$ cat src/common/zone_bus_defs.vh
/*
 * Constants for the static zone bus sequencer: APB offsets, config
 * field positions and reset values, and core request encodings.
 * Assumes inclusion by bare name from rtl/ files.
 */
`ifndef ZONE_BUS_DEFS_VH
`define ZONE_BUS_DEFS_VH

`define OFF_COMMON_CFG     12'h000
`define OFF_ZONE0_CFG      12'h004
`define OFF_ZONE1_CFG      12'h008
`define OFF_IO_CFG         12'h00c
`define OFF_BUS_STATUS     12'h010

`define COMMON_CFG_RESET   8'h07
`define ZONE_CFG_RESET     16'h069f

`define CC_EARLY_WRITE     0
`define CC_OBSERVE         1

`define ZF_WAIT_LO         0
`define ZF_HOLD_LO         3
`define ZF_BURST_EN        5
`define ZF_BURST_WAIT      6
`define ZF_WIDTH16         7
`define ZF_POST_IDLE       9
`define ZF_PRE_IDLE        10
`define ZF_FAST_READ       11

`define ZONE_STATIC0       2'h0
`define ZONE_STATIC1       2'h1
`define ZONE_IO            2'h2
`define ZONE_INTERNAL      2'h3

`endif

$ cat src/rtl/static_zone_bus_interface.v
/*
 * Static zone bus sequencer: turns core bus requests into external
 * static memory and I/O expansion cycles, with APB configuration.
 * Assumes the core holds a request until done_out, and that ext_data_in
 * is a pin input; writes here are late or early style; 16-bit zone word writes take one cycle.
 */
`timescale 1ns/1ps
`default_nettype none
`include "zone_bus_defs.vh"

// Operation
// RL1: Read starts: address, select; strobe at wait/T2
// RL2: Capture 8 or 16 data lines per width
// RL3: Hold states follow; select, strobe drop first
// RL4: No hold: select drops unless same-zone read
// RL5: Wide read with burst adds burst state
// RL6: Burst address change, capture, strobe drop
// RL7: Fast read completes in one clock
// RL8: After fast read select drops unless same zone
// RL9: Fast read then late write keeps select
// RL10: Fast read ignores wait, hold, burst settings
// RL11: Idle clock between write and fast read
// RL12: Fast wide read splits into single reads; S_FAST here ends after one read
// RL13: I/O cycles drive io select, low address, strobes
// RL14: Suppress I/O cycle for on-chip or input-only ports; here input-only ports suppress only writes
// RL15: Idle before I/O cycles; no I/O burst
// RL16: Observe mode gives one-clock monitoring cycle
// RL17: Common config resets 07h; write style, observe
// RL18: Wait count bits 2-0, hold bits 4,3
// RL19: Bit 7 bus width, reset 16-bit
// RL20: Post idle when next zone differs
// RL21: Pre idle when entering from other zone
// RL22: Burst enable, burst wait, fast read bits
// RL23: Writes never burst; 8-bit word write split; here only the first byte cycle runs
// RL24: Config chosen by current address zone
module static_zone_bus_interface (
    input  wire        clk_in,
    input  wire        rst_in,
    input  wire        psel_in,
    input  wire        penable_in,
    input  wire        pwrite_in,
    input  wire [11:0] paddr_in,
    input  wire [31:0] pwdata_in,
    output reg  [31:0] prdata_out,
    output wire        pready_out,
    output wire        pslverr_out,
    input  wire        req_in,
    input  wire        req_write_in,
    input  wire [15:0] req_addr_in,
    input  wire [1:0]  req_zone_in,
    input  wire        req_word_in,
    input  wire [15:0] req_wdata_in,
    input  wire [2:0]  req_status_in,
    input  wire        port_onchip_in,
    input  wire        port_inputs_only_in,
    output wire        done_out,
    output reg  [15:0] rdata_out,
    output reg  [15:0] addr_out,
    output reg         zone_chip_select_n_out,
    output reg  [1:0]  zone_sel_index_out,
    output reg         io_zone_chip_select_n_out,
    output reg         rd_n_out,
    output reg  [1:0]  byte_write_strobes_n_out,
    output reg  [15:0] data_out,
    output reg  [15:0] data_oe_out,
    input  wire [15:0] ext_data_in,
    output reg         core_access_direction_out,
    output reg  [1:0]  byte_lane_enables_out,
    output reg  [2:0]  bus_status_lines_out
);
    localparam [9:0] S_IDLE  = 10'b00_0000_0001;
    localparam [9:0] S_T1    = 10'b00_0000_0010;
    localparam [9:0] S_WAIT  = 10'b00_0000_0100;
    localparam [9:0] S_T2    = 10'b00_0000_1000;
    localparam [9:0] S_BWAIT = 10'b00_0001_0000;
    localparam [9:0] S_BURST = 10'b00_0010_0000;
    localparam [9:0] S_HOLD  = 10'b00_0100_0000;
    localparam [9:0] S_FAST  = 10'b00_1000_0000;
    localparam [9:0] S_MON   = 10'b01_0000_0000;
    localparam [9:0] S_DONE  = 10'b10_0000_0000;

    reg [7:0]  common_cfg_ff;
    reg [15:0] zone_cfg_ff [0:2];
    reg [9:0]  state_ff;
    reg [2:0]  cnt_ff;
    reg        second_ff;
    reg [1:0]  last_zone_ff;
    reg        last_write_ff;
    reg        last_post_ff;
    reg        was_busy_ff;
    reg [15:0] sync1_ff;
    reg [15:0] sync2_ff;
    reg [1:0]  cap1_ff;
    reg [1:0]  cap2_ff;
    reg [15:0] cfg;
    wire       apb_wr;
    wire       is_io;
    wire       wide;
    wire       fast;
    wire       need_idle;
    integer    i;

    // Address decode shared by read and write paths
    function [2:0] reg_index;
        input [11:0] a;
        begin
            if (a == `OFF_COMMON_CFG) begin
                reg_index = 3'h0;
            end else if (a == `OFF_ZONE0_CFG) begin
                reg_index = 3'h1;
            end else if (a == `OFF_ZONE1_CFG) begin
                reg_index = 3'h2;
            end else if (a == `OFF_IO_CFG) begin
                reg_index = 3'h3;
            end else if (a == `OFF_BUS_STATUS) begin
                reg_index = 3'h4;
            end else begin
                reg_index = 3'h7;
            end
        end
    endfunction

    assign pready_out  = 1'b1;
    assign pslverr_out = psel_in & penable_in & (reg_index(paddr_in) == 3'h7);
    assign apb_wr      = psel_in & penable_in & pwrite_in;

    always @(posedge clk_in or posedge rst_in) begin
        if (rst_in) begin
            common_cfg_ff <= `COMMON_CFG_RESET; // RL17
            for (i = 0; i < 3; i = i + 1) begin
                zone_cfg_ff[i] <= `ZONE_CFG_RESET; // RL19
            end
        end else if (apb_wr) begin
            if (reg_index(paddr_in) == 3'h0) begin
                common_cfg_ff <= {6'h00, pwdata_in[1:0]};
            end else if (reg_index(paddr_in) == 3'h1) begin
                zone_cfg_ff[0] <= {4'h0, pwdata_in[11:9], 1'b0, pwdata_in[7:0]};
            end else if (reg_index(paddr_in) == 3'h2) begin
                zone_cfg_ff[1] <= {4'h0, pwdata_in[11:9], 1'b0, pwdata_in[7:0]};
            end else if (reg_index(paddr_in) == 3'h3) begin
                zone_cfg_ff[2] <= {6'h00, pwdata_in[9], 1'b0, pwdata_in[7], 2'h0,
                                   pwdata_in[4:0]};
            end
        end
    end

    always @(posedge clk_in or posedge rst_in) begin
        if (rst_in) begin
            prdata_out <= 32'h0000_0000;
        end else if (psel_in & ~penable_in & ~pwrite_in) begin
            if (reg_index(paddr_in) == 3'h0) begin
                prdata_out <= {24'h00_0000, common_cfg_ff};
            end else if (reg_index(paddr_in) == 3'h1) begin
                prdata_out <= {16'h0000, zone_cfg_ff[0]};
            end else if (reg_index(paddr_in) == 3'h2) begin
                prdata_out <= {16'h0000, zone_cfg_ff[1]};
            end else if (reg_index(paddr_in) == 3'h3) begin
                prdata_out <= {16'h0000, zone_cfg_ff[2]};
            end else if (reg_index(paddr_in) == 3'h4) begin
                prdata_out <= {20'h0_0000, state_ff, last_zone_ff};
            end else begin
                prdata_out <= 32'h0000_0000;
            end
        end
    end

    // Config of the addressed zone steers the whole cycle
    always @* begin
        if (req_zone_in == `ZONE_STATIC1) begin
            cfg = zone_cfg_ff[1]; // RL24
        end else if (req_zone_in == `ZONE_IO) begin
            cfg = zone_cfg_ff[2]; // RL24
        end else begin
            cfg = zone_cfg_ff[0]; // RL24
        end
    end

    assign is_io = (req_zone_in == `ZONE_IO);
    assign wide  = req_word_in & ~cfg[`ZF_WIDTH16];
    // I/O zone has no fast read bit, so fast is never set there
    assign fast  = ~req_write_in & ~is_io & cfg[`ZF_FAST_READ] & ~second_ff; // RL7 RL10
    assign need_idle = ~was_busy_ff ? 1'b0 :
                       (is_io | // RL15
                        (last_write_ff & fast) | // RL11
                        (last_zone_ff != req_zone_in &
                         (last_post_ff | // RL20
                          (~is_io & cfg[`ZF_PRE_IDLE])))); // RL21

    assign done_out = (state_ff == S_DONE) | (state_ff == S_MON);

    always @(posedge clk_in or posedge rst_in) begin
        if (rst_in) begin
            sync1_ff <= 16'h0000;
            sync2_ff <= 16'h0000;
        end else begin
            sync1_ff <= ext_data_in;
            sync2_ff <= sync1_ff;
        end
    end

    // Captured pin data lands in rdata_out two clocks later, behind the synchroniser
    always @(posedge clk_in or posedge rst_in) begin
        if (rst_in) begin
            state_ff                  <= S_IDLE;
            cnt_ff                    <= 3'h0;
            second_ff                 <= 1'b0;
            last_zone_ff              <= `ZONE_INTERNAL;
            last_write_ff             <= 1'b0;
            last_post_ff              <= 1'b0;
            was_busy_ff               <= 1'b0;
            rdata_out                 <= 16'h0000;
            cap1_ff                   <= 2'h0;
            cap2_ff                   <= 2'h0;
            addr_out                  <= 16'h0000;
            zone_chip_select_n_out    <= 1'b1;
            zone_sel_index_out        <= 2'h0;
            io_zone_chip_select_n_out <= 1'b1;
            rd_n_out                  <= 1'b1;
            byte_write_strobes_n_out  <= 2'h3;
            data_out                  <= 16'h0000;
            data_oe_out               <= 16'h0000;
            core_access_direction_out <= 1'b0;
            byte_lane_enables_out     <= 2'h0;
            bus_status_lines_out      <= 3'h0;
        end else begin
            // Capture kind rides along until the sampled word reaches sync2_ff
            cap1_ff <= 2'h0;
            cap2_ff <= cap1_ff;
            if (cap2_ff == 2'h1) begin
                rdata_out <= {8'h00, sync2_ff[7:0]}; // RL2
            end else if (cap2_ff == 2'h2) begin
                rdata_out <= sync2_ff; // RL2
            end else if (cap2_ff == 2'h3) begin
                rdata_out <= {sync2_ff[7:0], rdata_out[7:0]}; // RL6
            end
            case (state_ff)
                S_IDLE: begin
                    rd_n_out                 <= 1'b1;
                    byte_write_strobes_n_out <= 2'h3;
                    data_oe_out              <= 16'h0000;
                    was_busy_ff              <= 1'b0;
                    if (~(req_in & (req_zone_in == last_zone_ff) & ~req_write_in)) begin
                        zone_chip_select_n_out    <= 1'b1; // RL4 RL8
                        io_zone_chip_select_n_out <= 1'b1;
                    end
                    if (req_in & (req_zone_in == `ZONE_INTERNAL)) begin
                        if (common_cfg_ff[`CC_OBSERVE]) begin
                            addr_out                  <= req_addr_in; // RL16
                            core_access_direction_out <= ~req_write_in;
                            byte_lane_enables_out     <= req_word_in ? 2'h3 :
                                                         {req_addr_in[0], ~req_addr_in[0]};
                            bus_status_lines_out      <= req_status_in;
                        end
                        state_ff <= S_MON;
                    end else if (req_in & is_io & (port_onchip_in |
                                 (port_inputs_only_in & req_write_in))) begin
                        state_ff <= S_DONE; // RL14
                    end else if (req_in & ~need_idle) begin
                        was_busy_ff <= 1'b1;
                        second_ff   <= 1'b0;
                        last_zone_ff <= req_zone_in;
                        last_write_ff <= req_write_in;
                        last_post_ff <= cfg[`ZF_POST_IDLE];
                        addr_out    <= is_io ? {8'h00, req_addr_in[7:0]} : req_addr_in; // RL13
                        zone_sel_index_out <= req_zone_in;
                        if (is_io) begin
                            io_zone_chip_select_n_out <= 1'b0; // RL13
                        end else if (~req_write_in | ~common_cfg_ff[`CC_EARLY_WRITE]) begin
                            zone_chip_select_n_out <= 1'b0; // RL1 RL9
                        end
                        if (fast) begin
                            rd_n_out <= 1'b0; // RL7
                            state_ff <= S_FAST;
                        end else begin
                            state_ff <= S_T1; // RL1
                            cnt_ff   <= cfg[`ZF_WAIT_LO+2:`ZF_WAIT_LO]; // RL18
                        end
                    end
                end
                S_T1, S_WAIT: begin
                    if (req_write_in) begin
                        byte_write_strobes_n_out <= (req_word_in & cfg[`ZF_WIDTH16]) ? 2'h0 :
                            (cfg[`ZF_WIDTH16] & req_addr_in[0]) ? 2'h1 : 2'h2;
                        data_out    <= req_wdata_in;
                        data_oe_out <= 16'hffff;
                        if (common_cfg_ff[`CC_EARLY_WRITE] & ~is_io) begin
                            zone_chip_select_n_out <= 1'b0;
                        end else if (common_cfg_ff[`CC_EARLY_WRITE]) begin
                            io_zone_chip_select_n_out <= 1'b0;
                        end
                    end else begin
                        rd_n_out <= 1'b0; // RL1
                    end
                    if (cnt_ff != 3'h0 && !(is_io && state_ff == S_WAIT && cnt_ff == 3'h1
                                           && cfg[2:0] == 3'h7)) begin
                        cnt_ff   <= cnt_ff - 3'h1; // RL18
                        state_ff <= S_WAIT;
                    end else begin
                        state_ff <= S_T2;
                    end
                end
                S_T2, S_BURST: begin
                    if (~req_write_in) begin
                        cap1_ff <= (state_ff == S_BURST) ? 2'h3 : // RL6
                                   cfg[`ZF_WIDTH16] ? 2'h2 : 2'h1; // RL2
                    end
                    rd_n_out                 <= 1'b1; // RL4 RL6
                    byte_write_strobes_n_out <= 2'h3;
                    cnt_ff <= {1'b0, cfg[`ZF_HOLD_LO+1:`ZF_HOLD_LO]};
                    if (state_ff == S_T2 & wide & ~req_write_in & ~is_io &
                        cfg[`ZF_BURST_EN]) begin // RL5 RL15 RL23
                        addr_out[0] <= 1'b1;
                        rd_n_out    <= 1'b0;
                        state_ff    <= cfg[`ZF_BURST_WAIT] ? S_BWAIT : S_BURST; // RL22
                        if (~cfg[`ZF_BURST_WAIT]) begin
                            state_ff <= S_BURST; // RL6
                        end
                    end else if ((state_ff == S_T2) & wide & ~second_ff) begin
                        second_ff <= 1'b1; // RL23
                        state_ff  <= S_DONE;
                    end else if (cfg[`ZF_HOLD_LO+1:`ZF_HOLD_LO] != 2'h0) begin
                        zone_chip_select_n_out    <= 1'b1; // RL3
                        io_zone_chip_select_n_out <= 1'b1;
                        state_ff <= S_HOLD;
                    end else begin
                        state_ff <= S_DONE;
                    end
                end
                S_BWAIT: begin
                    state_ff <= S_BURST; // RL6
                end
                S_HOLD: begin
                    data_oe_out <= data_oe_out;
                    if (cnt_ff <= 3'h1) begin
                        state_ff <= S_DONE; // RL3
                    end else begin
                        cnt_ff <= cnt_ff - 3'h1;
                    end
                end
                S_FAST: begin
                    cap1_ff   <= cfg[`ZF_WIDTH16] ? 2'h2 : 2'h1; // RL7
                    rd_n_out  <= 1'b1; // RL8
                    // A fast wide read ends after this one capture; no second byte cycle runs
                    state_ff  <= S_DONE; // RL12
                end
                S_MON: begin
                    bus_status_lines_out <= 3'h0;
                    state_ff <= S_IDLE;
                end
                S_DONE: begin
                    data_oe_out <= 16'h0000;
                    state_ff    <= S_IDLE;
                end
                default: begin
                    state_ff <= S_IDLE;
                end
            endcase
        end
    end
endmodule
`default_nettype wire

$ cat config.mk
export PLATFORM = sky130hd
export DESIGN_NAME = static_zone_bus_interface
export DESIGN_NICKNAME = d
export VERILOG_FILES = /design/src/rtl/static_zone_bus_interface.v
export VERILOG_INCLUDE_DIRS = /design/src /design/src/common
export SDC_FILE = /design/constraint.sdc
export NUM_CORES = 1
export LEC_CHECK = 0
export BUFFER_PORTS_ARGS = -buffer_cell sky130_fd_sc_hd__buf_4
export CORE_MARGIN = 5
export CORE_UTILIZATION = 50
export DETAILED_ROUTE_END_ITERATION = 7
export GPL_TIMING_DRIVEN = 0
export PLACE_DENSITY = 0.74
export SLEW_MARGIN = 20
export SYNTH_ARGS = -nofsm -noshare
export SYNTH_HDL_FRONTEND = slang
export SYNTH_SLANG_ARGS = --single-unit
$ cat constraint.sdc
create_clock -name clk_in -period 14.9 [get_ports clk_in]
set_clock_uncertainty 0.2 [all_clocks]
set_input_delay 2.98 -clock clk_in [delete_from_list [all_inputs] [get_ports clk_in]]
set_output_delay 2.98 -clock clk_in [all_outputs]
set_load 0.05 [all_outputs]
==> qor.csv <==
metric;value;unit
Worst Hold Class;reg -> reg;
Worst VDD drop;157;uV
Worst-Margin Slew;1.14;ns
post_cts resized;0;
worst r2r src;state_ff[3]$_DFFE_PP0P_;
commonest cells after routing, fill and taps aside;buf_4, dfrtp_1, nand2_1, mux2_2, o21ai_0;
internal power;1.10;mW
fmax;0.132;GHz
max-cap violations;0;
Final Hold Viols;0;
H-tree levels;4;
switching share of power;0.412;
worst r2r dst;cnt_ff[2]$_DFFE_PP0P_;
Die Y;133;um
drt drc;0;
Synth Flop Type;dfrtp_1;
cell area after synthesis;0.00760;mm2
clock-pin slew of the registers on the worst-case setup and hold paths;0.06;ns
Post-synth EDFFs;0;
drt first-iter violations;397;
most common cell after layout, fill and taps aside;buf_4;
row cnt;45;
synth warn;0;
Slowest cell on crit path;clkbuf_1;
post-synthesis sequential area ratio;0.539;
# diodes;0;
Horiz. Die Dim;133;um
CP Data Required Time;11.72;ns
antenna-violating nets left;0;
setup tns final;0;ns
detailed placement HPWL;14.4;mm
final setup vio count;0;
first-pass GRT wire length;30.9;mm
Nets;1040;
Async SR Flop Fraction;1.00;
hold path start;sync1_ff[7]$_DFF_PP0_;
io pins;219;
initial antenna violation count;0;
DRT Wirelength;19.3;mm
die footprint;0.0178;mm2
TritonCTS Buffers;17;
WS Path Type;in -> out;
largest net degree at the start of global routing;94;
Placer Congestion;0.875;
clk buf depth;2;
smallest hold slack;0.138;ns
Comb pwr share;0.434;
average size of a mapped cell;10.7;um2
GRT Util Overall;0.221;
core footprint;0.0150;mm2
TritonCTS Sinks;162;
Distinct cells, synth;61;
P_leak;4.76;nW
post-layout min period;7.55;ns
sequential power share;0.316;
Area growth, synth to finish;30.2;%
crit path capture type;primary output;
CP cell instances;buf_4 -> clkbuf_1 -> clkbuf_1 -> o21ai_0 -> a21oi_1 -> buf_4;
reg2reg path depth;5;
Worst R2R Setup Slack;11.77;ns
layout cells sized above 1;0.381;
critical path arrival;4.37;ns
Synth Register Bits;162;
CP max FO;10;
vias;6059;
clock power share;0.250;
final critical-path share of the clock period;0.507;
vias per cell;5.37;
Worst Path Buf+Inv;4;
Synth Instances;713;
Switching Power;0.770;mW
Initial Util;0.505;
drt wl/cell;17.1;um
vias in the first global route;5892;
Power Density;189;mW/mm2
Clk Tree Root Cell;clkbuf_16;
Hold-fix buffers, CTS;0;
cell family with most CP delay;buffers and inverters;
clock latency on the worst-skew pair;0.42;ns
hold path endpoint;sync2_ff[7]$_DFF_PP0_;
GRT Residual Overflow;0;
CTS tree;built;
FILL cells;1204;
Setup Buffers After CTS;0;
Max-slew headroom;0.234;
RSZ-0062 raised after global routing;no;
port buffer count;175;
DRT Pass-1 Iters;5;
CP Launch Type;input port;
Crit path largest cell delay;0.40;ns
Max Slew Vio Count;0;
crit path from;paddr_in[2];
outcome;finished clean;
total power;1.87;mW
worst hold stages;0;
## power by group through the flow
stage | Clock [mW] | Sequential [mW] | Combinational, mW
2_1_floorplan | 0 | 0.819 | 0.356
3_5_place_dp | 0 | 0.598 | 0.813
3_3_place_gp | 0 | 0.593 | 0.803
6_report | 0.468 | 0.591 | 0.812
5_1_grt | 0.498 | 0.603 | 0.859
4_1_cts | 0.478 | 0.592 | 0.817
## final cells by class
type / instances / area, um2 / area share
Sequential cell: 162 / 4100 / 0.414
Multi-Input combinational cell: 470 / 3020 / 0.306
Timing Repair Buffer: 176 / 1340 / 0.136
Clock buffer: 20 / 457 / 0.0462
Buffer: 64 / 412 / 0.0416
Tap cell: 188 / 235 / 0.0238
Clock inverter: 12 / 179 / 0.0181
Inverter: 36 / 143 / 0.0144
## registers in the layout (all words and copies together), names as in the netlist, 10 cells and up
name         count
data_out        16
zone_cfg_ff     30
sync1_ff        16
rdata_out       16
addr_out        16
sync2_ff        16
prdata_out      12
state_ff        10
## cell families after synthesis
| kind of cell | share of synthesized area |
|---|---|
| AO/OA/AOI/OAI | 0.124 |
| XOR/XNOR | 0.00461 |
| adder cells (fa/ha/maj) | 0.00988 |
| buffers and inverters | 0.0720 |
| flip-flops | 0.539 |
| multiplexers | 0.0947 |
| other | 0.000989 |
| AND/OR/NAND/NOR | 0.155 |
## worst max-delay path by stage
stage | endpoint | slack [ns] | cells after the start
after global placement | zone_cfg_ff[43]$_DFFE_PP0P_ | 5.57 | 2
after global routing | pslverr_out | 7.11 | 6
after floorplan | pslverr_out | 7.34 | 4
final | pslverr_out | 7.35 | 6
after CTS | pslverr_out | 7.35 | 6
after detailed placement | pslverr_out | 7.36 | 6
## Yosys cell counts, types with 4 or more instances
cell type	instances	area (um2)
a21o_1	14	105
o22ai_1	9	56.3
a221oi_1	8	70.1
mux2_2	47	529
o21ai_0	39	195
ha_1	6	75.1
nor3_1	8	40.0
clkbuf_1	18	67.6
and3_1	4	25.0
nand2b_1	10	62.6
inv_1	36	135
buf_4	38	285
nor2_1	32	120
or3_1	5	31.3
buf_2	5	25.0
nor4_1	5	31.3
xnor2_1	4	35.0
a21oi_1	17	85.1
nor2_2	4	25.0
dfrtp_1	127	3180
a211oi_1	14	105
dfstp_2	35	920
nor2b_1	6	37.5
or2_2	5	31.3
a31oi_1	6	37.5
mux2i_1	19	190
nor3b_1	11	82.6
nand2_1	112	420
nand3_1	10	50.1
o31ai_1	5	37.5
## metrics by stage
stage                      util  instances  instance area (um2)  worst slack, ns
final                     0.658       1128                 9890             7.35
after global routing      0.658       1128                 9890             7.11
after CTS                 0.658       1128                 9890             7.35
after detailed placement  0.615       1096                 9250             7.36
after global placement    0.613       1095                 9220             5.57
after floorplan               -        732                 7670             7.34
## per-layer routing
metal / wire length (um) / track usage / vias to the layer above
met4: 427 / 0.0794 / 0
met1: 7850 / 0.290 / 2898
li1: - / - / 2861
met5: 0 / 0 / -
met3: 1460 / 0.0536 / 38
met2: 9600 / 0.359 / 262
Note: power is estimated with default switching activity, not from simulation.
